<file path="config.mk">
export PLATFORM = sky130hd
export DESIGN_NAME = mpr_ctrl
export DESIGN_NICKNAME = d
export VERILOG_FILES = /design/src/mpr_pkg.sv /design/src/mpr_hold_timer.sv /design/src/mpr_ctrl.sv
export SDC_FILE = /design/constraint.sdc
export NUM_CORES = 1
export LEC_CHECK = 0
export CAP_MARGIN = 0
export CELL_PAD_IN_SITES_DETAIL_PLACEMENT = 0
export CELL_PAD_IN_SITES_GLOBAL_PLACEMENT = 1
export CORE_MARGIN = 1.5
export CORE_UTILIZATION = 45
export CTS_BUF_LIST = sky130_fd_sc_hd__clkbuf_4
export DETAILED_ROUTE_END_ITERATION = 8
export DONT_BUFFER_PORTS = 1
export PLACE_DENSITY_LB_ADDON = 0.05
export SYNTH_ARGS = -nofsm -noshare
export SYNTH_HDL_FRONTEND = slang
export SYNTH_SLANG_ARGS = --single-unit
</file>
<file path="constraint.sdc">
create_clock -name sys_clk -period 6 [get_ports sys_clk]
set_clock_uncertainty 0.2 [all_clocks]
set_input_delay 0 -clock sys_clk [delete_from_list [all_inputs] [get_ports sys_clk]]
set_output_delay 0 -clock sys_clk [all_outputs]
set_load 0.05 [all_outputs]
</file>
<file path="src/mpr_pkg.sv">
// constants for the module power and reset controller
package mpr_pkg;
	localparam int unsigned CLK_HZ = 40000000;
	// time base: one tick per millisecond
	localparam int unsigned TICK_NS = 1000000;
	localparam int unsigned TICK_CYC = TICK_NS / 25;
	localparam logic [15:0] TICK_CYC_M1 = 16'(TICK_CYC - 1);
	// reset input must stay low at least this long
	localparam int unsigned RST_MIN_MS = 500;
	// power request must stay high more than this long
	localparam int unsigned PWR_ON_MS = 1200;
	// length of the module reset pulse issued internally
	localparam int unsigned RST_PULSE_MS = 10;
	localparam logic [11:0] RST_MIN_TICKS = 12'(RST_MIN_MS);
	localparam logic [11:0] PWR_ON_TICKS = 12'(PWR_ON_MS + 1);
	localparam logic [11:0] RST_PULSE_TICKS = 12'(RST_PULSE_MS);
	localparam logic [11:0] CNT_MAX = 12'hfff;
endpackage : mpr_pkg

</file>
<file path="src/mpr_hold_timer.sv">
// saturating tick counter measuring how long a level has been held
`timescale 1ns/1ps
module mpr_hold_timer
	import mpr_pkg::*;
(
	input wire logic sys_clk,
	input wire logic rst_b,
	input wire logic tick,
	input wire logic level,
	output logic [11:0] held_r
);
	// count ticks while level holds, clear otherwise
	always_ff @(posedge sys_clk) begin
		if (!rst_b || !level) begin
			held_r <= 12'h000;
		end else if (tick && held_r != CNT_MAX) begin
			held_r <= held_r + 12'h001;
		end
	end
endmodule : mpr_hold_timer

</file>
<file path="src/mpr_ctrl.sv">
// power on/off, reset sequencing and rf status indicator for the module
//
// What this block and its host must do
// RQ1 - host holds reset low 0.5 to 3 s
// RQ2 - reset low 0.5 s then release resets
// RQ3 - power input level-sensitive, low powers off
// RQ4 - power request high over 1.2 s powers on
// RQ5 - host waits 40 ms after supply
// RQ6 - power input pulled up internally
// RQ7 - reset input pulled up internally
// RQ8 - host waits 20 s between resets
// RQ9 - software reset command resets module too
// RQ10 - indicator low when rf enabled, else high; stays high while the module is off or in reset
// RQ11 - host gpio should reset low
// RQ12 - indicator is open-drain, pulls low only
// RQ13 - inputs synchronised, short pulses ignored; a power low, software reset or rf enable acts at once
`timescale 1ns/1ps
module mpr_ctrl
	import mpr_pkg::*;
#(
	// clock cycles per time base tick; a short value is only for quick runs
	parameter int unsigned TICK_DIV = TICK_CYC
)
(
	input wire logic sys_clk,
	input wire logic rst_b,
	input wire logic card_power_control_in,
	input wire logic card_power_control_oe,
	input wire logic module_reset_in,
	input wire logic module_reset_oe,
	input wire logic software_reset_command,
	input wire logic rf_enabled,
	output logic module_power_en_r,
	output logic module_reset_b_r,
	output logic rf_status_indicator_out_r,
	output logic rf_status_indicator_oe_r
);
	typedef enum logic [1:0] {MPR_OFF, MPR_ON, MPR_RESET} mpr_state_t;

	// positions of the raw inputs in the synchroniser vector
	localparam int unsigned SYN_PWR_IN = 0;
	localparam int unsigned SYN_PWR_OE = 1;
	localparam int unsigned SYN_RST_IN = 2;
	localparam int unsigned SYN_RST_OE = 3;
	localparam int unsigned SYN_SWR = 4;
	localparam int unsigned SYN_RFE = 5;
	// reset image: power pin driven low, reset pin driven high, requests idle
	// so that nothing looks like a request in the two cycles after reset
	localparam logic [5:0] SYN_RST_VAL = 6'h0e;
	// last count of the tick divider
	localparam logic [15:0] TICK_LAST = 16'(TICK_DIV - 1);

	mpr_state_t state_r;
	logic [5:0] raw_in;
	logic [5:0] syn_a_r;
	logic [5:0] syn_b_r;
	logic [15:0] div_r;
	logic tick_r;
	logic rst_low_r;
	logic rst_armed_r;
	logic [11:0] pwr_held;
	logic [11:0] rst_held;
	logic [11:0] pulse_r;
	logic pwr_level;
	logic rst_level;

	// resolve a pin with an internal pull-up from its value and drive flag
	function automatic logic pulled_up(input logic oe, input logic val);
		pulled_up = oe ? val : 1'b1;
	endfunction : pulled_up

	// gather the asynchronous inputs, value and drive flag kept apart
	assign raw_in = {rf_enabled, software_reset_command, module_reset_oe, module_reset_in,
		card_power_control_oe, card_power_control_in};

	// RQ13 two-stage sync
	// no logic touches a pin before both flops; only the second stage is read
	always_ff @(posedge sys_clk) begin
		if (!rst_b) begin
			syn_a_r <= SYN_RST_VAL;
			syn_b_r <= SYN_RST_VAL;
		end else begin
			syn_a_r <= raw_in;
			syn_b_r <= syn_a_r;
		end
	end

	// RQ6 pull-up
	// an undriven power input reads as the power-on request
	assign pwr_level = pulled_up(syn_b_r[SYN_PWR_OE], syn_b_r[SYN_PWR_IN]);
	// RQ7 pull-up
	// an undriven reset input never reads as low
	assign rst_level = pulled_up(syn_b_r[SYN_RST_OE], syn_b_r[SYN_RST_IN]);

	// millisecond tick divider
	// free running, so a hold time is measured to within one tick
	always_ff @(posedge sys_clk) begin
		if (!rst_b) begin
			div_r <= 16'h0000;
			tick_r <= 1'b0;
		end else if (div_r == TICK_LAST) begin
			div_r <= 16'h0000;
			tick_r <= 1'b1;
		end else begin
			div_r <= div_r + 16'h0001;
			tick_r <= 1'b0;
		end
	end

	// RQ13 hold counters
	mpr_hold_timer u_pwr_timer (
		.sys_clk(sys_clk),
		.rst_b(rst_b),
		.tick(tick_r),
		.level(pwr_level),
		.held_r(pwr_held)
	);
	mpr_hold_timer u_rst_timer (
		.sys_clk(sys_clk),
		.rst_b(rst_b),
		.tick(tick_r),
		.level(rst_low_r),
		.held_r(rst_held)
	);

	// reset input low level and qualification flag
	always_ff @(posedge sys_clk) begin
		if (!rst_b) begin
			rst_low_r <= 1'b0;
			rst_armed_r <= 1'b0;
		end else begin
			rst_low_r <= ~rst_level;
			// RQ2 qualify long low
			if (rst_low_r && rst_held >= RST_MIN_TICKS) begin
				rst_armed_r <= 1'b1;
			end else if (!rst_low_r) begin
				rst_armed_r <= 1'b0;
			end
		end
	end

	// power and reset state machine
	always_ff @(posedge sys_clk) begin
		if (!rst_b) begin
			state_r <= MPR_OFF;
			pulse_r <= 12'h000;
		end else begin
			case (state_r)
				MPR_OFF: begin
					// RQ4 long high powers
					if (pwr_level && pwr_held >= PWR_ON_TICKS) begin
						state_r <= MPR_ON;
					end
				end
				MPR_ON: begin
					// RQ3 low powers off
					if (!pwr_level) begin
						state_r <= MPR_OFF;
					// RQ2 reset on release
					// a reset input still held low keeps the module running
					end else if (rst_armed_r && !rst_low_r) begin
						state_r <= MPR_RESET;
						pulse_r <= 12'h000;
					// RQ9 software reset
					end else if (syn_b_r[SYN_SWR]) begin
						state_r <= MPR_RESET;
						pulse_r <= 12'h000;
					end
				end
				MPR_RESET: begin
					// power loss beats the reset pulse; a held command extends it
					if (!pwr_level) begin
						state_r <= MPR_OFF;
					end else if (pulse_r >= RST_PULSE_TICKS && !syn_b_r[SYN_SWR]) begin
						state_r <= MPR_ON;
					end else if (tick_r && pulse_r != CNT_MAX) begin
						pulse_r <= pulse_r + 12'h001;
					end
				end
				default: begin
					state_r <= MPR_OFF;
				end
			endcase
		end
	end

	// RQ3 RQ4 powered unless off
	// power stays on through the internal reset pulse
	always_ff @(posedge sys_clk) begin
		if (!rst_b) begin
			module_power_en_r <= 1'b0;
		end else begin
			module_power_en_r <= (state_r != MPR_OFF);
		end
	end

	// RQ2 RQ9 run only when on
	// the module is held in reset both while off and during the pulse
	always_ff @(posedge sys_clk) begin
		if (!rst_b) begin
			module_reset_b_r <= 1'b0;
		end else begin
			module_reset_b_r <= (state_r == MPR_ON);
		end
	end

	// RQ12 open-drain data
	// the data side never drives high; the pad only pulls low or lets go
	always_ff @(posedge sys_clk) begin
		if (!rst_b) begin
			rf_status_indicator_out_r <= 1'b0;
		end else begin
			rf_status_indicator_out_r <= 1'b0; // open drain: only ever low
		end
	end

	// RQ10 RQ12 lit when enabled
	// the lamp stays dark while the module is off or in reset
	always_ff @(posedge sys_clk) begin
		if (!rst_b) begin
			rf_status_indicator_oe_r <= 1'b0;
		end else begin
			rf_status_indicator_oe_r <= syn_b_r[SYN_RFE] && (state_r == MPR_ON);
		end
	end
endmodule : mpr_ctrl

</file>
* Word-level counts from Yosys, hierarchy flattened
Index checks and enable logic that the tools add are counted.
** Word-level totals
- Bits in read-only memories :: 0
- Bits in registers :: 72
- Bits of input ports :: 8
- Memories :: 0
- Output and inout bits :: 4
- Logic and storage cells :: 76
- Bits in latches :: 0
- Bits in writable memories :: 0
** Operators by class
- Reductions and logical operators :: 20
- Bitwise logic cells :: 2
- Add/sub/neg operators :: 4
- Equal/unequal tests :: 15
- Magnitude comparators :: 3
- Multiply operators :: 0
- Div/mod/pow operators :: 0
- Mux-type cells :: 19
- Shifts and indexed selects :: 0
** Operator list (count)
- 12-bit two-way mux :: 6
- 12-bit by 1-bit adder with 12-bit output, second input constant :: 3
- 12-bit inequality test, second input constant :: 3
- 12-bit case mux with 2 select lines :: 1
- 16-bit by 1-bit adder with 16-bit output, second input constant :: 1
- 16-bit == test, second input constant :: 1
- 12-bit by 11-bit >= comparator with 1-bit output, second input constant :: 1
- 12-bit by 4-bit >= comparator with 1-bit output, second input constant :: 1
- 12-bit by 9-bit >= comparator with 1-bit output, second input constant :: 1
- 2-bit two-way mux :: 6
- 2-bit inequality test, second input constant :: 5
- 1-bit logical AND :: 8
- 3-bit inequality test, second input constant :: 2
- 2-bit case mux with 3 select lines :: 1
- 6-bit AND reduction :: 1
- 1-bit two-way mux :: 5
- 1-bit zero test :: 4
- 4-bit inequality test, second input constant :: 1
- 2-bit nonzero test :: 2
- 3-bit AND reduction :: 1
- 2-bit by 1-bit == test with 1-bit output, second input constant :: 1
- 2-bit == test, second input constant :: 1
- 2-bit zero test :: 1
- 1-bit logical OR :: 2
- other kinds (3) :: 4

* Depth between registers and ports, before layout
- Word-level depth :: 6
- Mapped depth :: 7
- Gate-level depth less buffers :: 7

* By module
Synthesis repeated with hierarchy kept, for this count alone.
** Unflattened totals
- Cells, all modules :: 359
- Area total of the unflattened synthesis :: 3246.9 µm²
** By module, submodules not included
- mpr_ctrl :: sequential area each 960.9 µm², cells an instance 227, times used 1, area each 2053.2 µm²
- mpr_hold_timer :: sequential area each 240.2 µm², cells an instance 66, times used 2, area each 596.8 µm²

* Worst setup path before layout
OpenSTA, ideal clock, no wires.
- Path type :: reg-to-reg
- From :: reg pulse_r[0]
- To :: reg pulse_r[10]
- Slack :: 3929 ps
- Clock period less this slack :: 2071 ps
- Cell stages (with the launch flop) :: 8
- Library setup time :: 73 ps
- Path buffers :: 0
- Data required time :: 5727 ps
- Arrival :: 1797 ps
- Cell sequence :: dfxtp_1 inv_1 ha_1 o31ai_2 a31o_4 nand4_4 or4_1 o211ai_2
** Between the ends
- Longest elaborated chain between the ends :: 5
- Elaborated cells on any way between the ends :: 12
- Those cells by class :: add/sub: 1; order compare: 1; eq/ne: 3; mux: 4; reduce/logical: 3
** Ends and longest elaborated chain
- start, declared :: line mpr_ctrl.sv:63 : logic [11:0] pulse_r;
- start signal, assigned :: line mpr_ctrl.sv:177 : pulse_r <= pulse_r + 12'h001;
- 12-bit by 1-bit adder with 12-bit output :: line mpr_ctrl.sv:177
- 12-bit two-way mux :: line mpr_ctrl.sv:176 : end else if (tick_r && pulse_r != CNT_MAX) begin
- 12-bit two-way mux :: line mpr_ctrl.sv:174 : end else if (pulse_r >= RST_PULSE_TICKS && !syn_b_r[SYN_SWR]) begin
- 12-bit two-way mux :: line mpr_ctrl.sv:172 : if (!pwr_level) begin
- 12-bit case mux with 2 select lines :: line mpr_ctrl.sv:148 : case (state_r)
Parallel ways exist; a longest one is shown, timed or not. The select of a mux whose other input is x is not followed.
A chain may end at the register's enable or synchronous reset.

* Final worst setup path
- From :: reg u_pwr_timer.held_r[1]
- To :: reg u_pwr_timer.held_r[8]
** Between the ends
- Longest elaborated chain between the ends :: 2
- Elaborated cells on any way between the ends :: 3
- Those cells by class :: add/sub: 1; eq/ne: 1; reduce/logical: 1
** Ends and longest elaborated chain
- start, declared :: line mpr_hold_timer.sv:10 : output logic [11:0] held_r
- start signal, assigned :: line mpr_hold_timer.sv:17 : held_r <= held_r + 12'h001;
- branches (longest 2 deep; another with 12-bit by 1-bit adder with 12-bit output)
Parallel ways; which one is timed is not known.

==> metrics.md <==
| Metric | Value |
|---|---|
| Run status | `completed` |
| I/O Pins | `12` |
| Critical Path End Type | `flop` |
| Height of the chip | `87.9 um` |
| Post-synth top area cell | `sky130_fd_sc_hd__dfxtp_1` |
| Largest cells by area after synthesis | `sky130_fd_sc_hd__dfxtp_1 44%, sky130_fd_sc_hd__nor2_1 5.0%, sky130_fd_sc_hd__xor2_1 4.3%, sky130_fd_sc_hd__nand2_1 3.4%, sky130_fd_sc_hd__nand4_1 3.3%` |
| Largest vdd supply drop | `0.163 mV` |
| Count of cells along the worst hold path | `2` |
| Routing layer with the top usage in global route | `met1` |
| Count of buffers inserted at the top-level ports | `0` |
| Die Outline Area | `7730 um^2` |
| Width of the chip | `87.9 um` |
| Router iterations before antenna repair | `4` |
| Element type at the critical path start | `flop` |
| Total power | `801 uW` |
| Maximum clock path buffer count | `2` |
| Number of global-route vias before repair | `2268` |
| Number of violations of the max-capacitance limit | `0` |
| Worst setup slack for register-to-register paths | `3570 ps` |
| Count of standard-cell rows | `30` |
| Via-to-Cell Ratio | `5.23` |
| Post-Route WL | `6140 um` |
| Crit path max fanout | `12` |
| Count of final max-slew check failures | `0` |
| Share of Yosys cell area claimed by the top area cell type | `44.4%` |
| Final Setup Violations | `0` |
| Area taken by multi-input logic gates | `1700 um^2` |
| Share of the synthesized netlist area taken by xor and xnor gates | `7.56%` |
| Reg2Reg Launch Point | `u_pwr_timer.held_r[1]$_SDFFE_PP0P_` |
| Clock net sink count | `72` |
| Actual slew at the worst max-slew pin | `1100 ps` |
| Most used flip-flop cell after synthesis | `sky130_fd_sc_hd__dfxtp_1` |
| Post-Syn Nets | `382` |
| Maximum clock rate | `412 MHz` |
| Setup repair after global routing missed its margin | `false` |
| Reg-to-Reg End | `u_pwr_timer.held_r[8]$_SDFFE_PP0P_` |
| Routability Congestion | `0.767` |
| Sequential area share after synthesis | `44.4%` |
| Post-Syn Instances | `366` |
| TritonCTS buffer count | `9` |
| # H-tree levels | `3` |
| Area of the mapped netlist | `3250 um^2` |
| Total grt overflow | `0` |
| Met2 track utilization from global routing | `25.4%` |
| Commonest cells after routing, fill and taps aside | `72 x sky130_fd_sc_hd__dfxtp_1, 43 x sky130_fd_sc_hd__nor2_1, 29 x sky130_fd_sc_hd__nand2_1` |
| Power density cells | `226 nW/um^2` |
| Routed wire per std cell | `12.9 um` |
| Worst Setup SP | `u_pwr_timer.held_r[1]$_SDFFE_PP0P_` |
| Dominant combinational cell family by area after synthesis | `simple AND/OR/NAND/NOR gates` |
| # DRC | `0` |
| Met1 GRT Util | `26.0%` |
| Leak Pwr | `1.16 nW` |
| Unique masters post-synth | `49` |
| Syn-to-layout area delta | `9.02%` |
| GRT Overall Usage | `17.9%` |
| Layout cells sized above 1 | `7.14%` |
| Fill count | `697` |
| Slew HR | `26.7%` |
| Critical path required time | `6090 ps` |
| Post-synthesis area per instance | `8.87 um^2` |
| ANT cells | `0` |
| Length in cells of the worst reg-to-reg path | `6` |
| Nets | `390` |
| Footprint of the flip-flops and latches | `1440 um^2` |
| CTS tree | `done` |
| Arrival time of the worst setup path | `2520 ps` |
| Clk pin slew, worst setup/hold paths | `120 ps` |
| Share of synthesized cell area in full adder, half adder and majority cells | `3.08%` |
| Complex-gate fraction of the synthesized area | `11.9%` |
| Number of vias in the routed layout | `2477` |
| CP Capture Point | `u_pwr_timer.held_r[8]$_SDFFE_PP0P_` |
| Simple-gate share of the synthesized area | `28.7%` |
| Remaining number of nets flagged by the antenna check after routing | `0` |
| Starting utilization of the core area | `47.2%` |
| First-pass GRT wire length | `10700 um` |
| Synthesized flop and latch total | `72` |
| Final Hold Fails | `0` |
| CTS resizes | `0` |
| DPL Wire Length | `4090 um` |
| Hold path start | `card_power_control_in` |
| DR iter-0 viols | `76` |
| Share of the cycle needed by the critical path after routing | `40.5%` |
| YS warnings | `0` |
| Antenna violations before repair | `0` |
| Critical path type | `reg -> reg` |
| Global routing met3 resource utilization | `3.68%` |
| Mux contribution to synthesized area | `0.925%` |
| Commonest non-fill, non-tap cell in the layout | `sky130_fd_sc_hd__dfxtp_1` |
| Hold Path Class | `in -> reg` |
| FFs w/ async S/R, synth | `0%` |
| Area of the core | `6870 um^2` |
| Number of synthesized flops with an enable pin | `0` |
| Clk Latency, worst-skew pair | `400 ps` |
| Clock root buffer master | `sky130_fd_sc_hd__clkbuf_4` |
| Largest net degree at the start of global routing | `32` |
| Total negative slack | `0 ps` |
| Clock period minus worst slack | `2430 ps` |
==> worst max-delay path, cell delays in order, from the launching register on <==
cell and delay, ps:
sky130_fd_sc_hd__dfxtp_1 410, sky130_fd_sc_hd__ha_1 190, sky130_fd_sc_hd__nand3_1 210, sky130_fd_sc_hd__o41ai_2 930, sky130_fd_sc_hd__nor3_1 140, sky130_fd_sc_hd__xnor2_1 180, sky130_fd_sc_hd__nor2_1 50
==> how the worst min path moves through the flow <==
stage               slack [ps]               endpoint
floorplan                 -100  syn_a_r[1]$_SDFF_PN1_
global placement          -120  syn_a_r[1]$_SDFF_PN1_
detailed placement        -120  syn_b_r[2]$_SDFF_PN1_
CTS                          7  syn_a_r[1]$_SDFF_PN1_
global route                20  syn_a_r[4]$_SDFF_PN0_
finish                      50  syn_a_r[0]$_SDFF_PN0_
==> Yosys cell counts (6+ instances only) <==
cell,n
sky130_fd_sc_hd__a21oi_1,12
sky130_fd_sc_hd__and2_1,8
sky130_fd_sc_hd__and3_1,8
sky130_fd_sc_hd__clkbuf_1,8
sky130_fd_sc_hd__dfxtp_1,72
sky130_fd_sc_hd__ha_1,8
sky130_fd_sc_hd__inv_1,10
sky130_fd_sc_hd__nand2_1,29
sky130_fd_sc_hd__nand2b_1,9
sky130_fd_sc_hd__nand3_1,20
sky130_fd_sc_hd__nand4_1,17
sky130_fd_sc_hd__nor2_1,43
sky130_fd_sc_hd__nor3_1,10
sky130_fd_sc_hd__nor4_1,6
sky130_fd_sc_hd__o211ai_1,7
sky130_fd_sc_hd__o21ai_0,10
sky130_fd_sc_hd__or3_1,9
sky130_fd_sc_hd__xnor2_1,12
sky130_fd_sc_hd__xor2_1,16
==> per-layer routing <==
layer | share of wire (%) | up-vias
met5 | 0 | -
met4 | 1.6 | 0
met3 | 2.1 | 10
met2 | 42 | 27
met1 | 54 | 1125
li1 | - | 1315
==> report_power, final <==
group | switching (mW) | total [mW] | internal, mW | leakage [nW]
combinational | 0.0116 | 0.0200 | 0.00844 | 0.500
sequential | 0.00270 | 0.486 | 0.483 | 0.583
clock | 0.172 | 0.295 | 0.124 | 0.0732
==> layout make-up <==
cell class / instances / share of cell area [%]
multi-input cells: 269 / 48.1
repair buffers: 10 / 2.83
clock buffers: 9 / 1.91
flip-flops and latches: 72 / 40.7
inverters: 12 / 1.27
well taps: 96 / 3.39
clock inverters: 6 / 1.73
==> logic make-up after synthesis <==
group,count (synthesis)
adders and majority gates,8
AOI/OAI and AO/OA,53
buffers and inverters,25
other,1
DFF,72
muxes,3
and+or+nand+nor,176
xor gates and xnor gates,28
==> per-stage QoR <==
| stage | utilization, % | cell area (um^2) | instances | hold WS, ps | setup slack (ps) |
|---|---|---|---|---|---|
| after detailed placement | 48.2 | 3310 | 449 | -119 | 3560 |
| final | 51.5 | 3540 | 474 | 53.0 | 3570 |
| after global placement | 48.2 | 3310 | 449 | -122 | 3650 |
| after CTS | 51.4 | 3530 | 473 | 6.88 | 3570 |
| after global routing | 51.5 | 3540 | 474 | 23.1 | 3320 |
| after floorplan | - | 3250 | 366 | -98.5 | 3930 |
==> state kept, by name (all words and copies together), names as in the netlist <==
name and count:
div_r 16, pulse_r 12, u_pwr_timer.held_r 12, u_rst_timer.held_r 12, syn_a_r 6, syn_b_r 6
state_r 2, module_power_en_r 1, module_reset_b_r 1, rf_status_indicator_oe_r 1, rst_armed_r 1, rst_low_r 1
tick_r 1
==> what timing repair did <==
item                                   CTS  global route
endpoints found under the hold margin   72             1
setup buffers                            0             0
hold buffers                             9             1
Power figures use the tool's default switching activity.
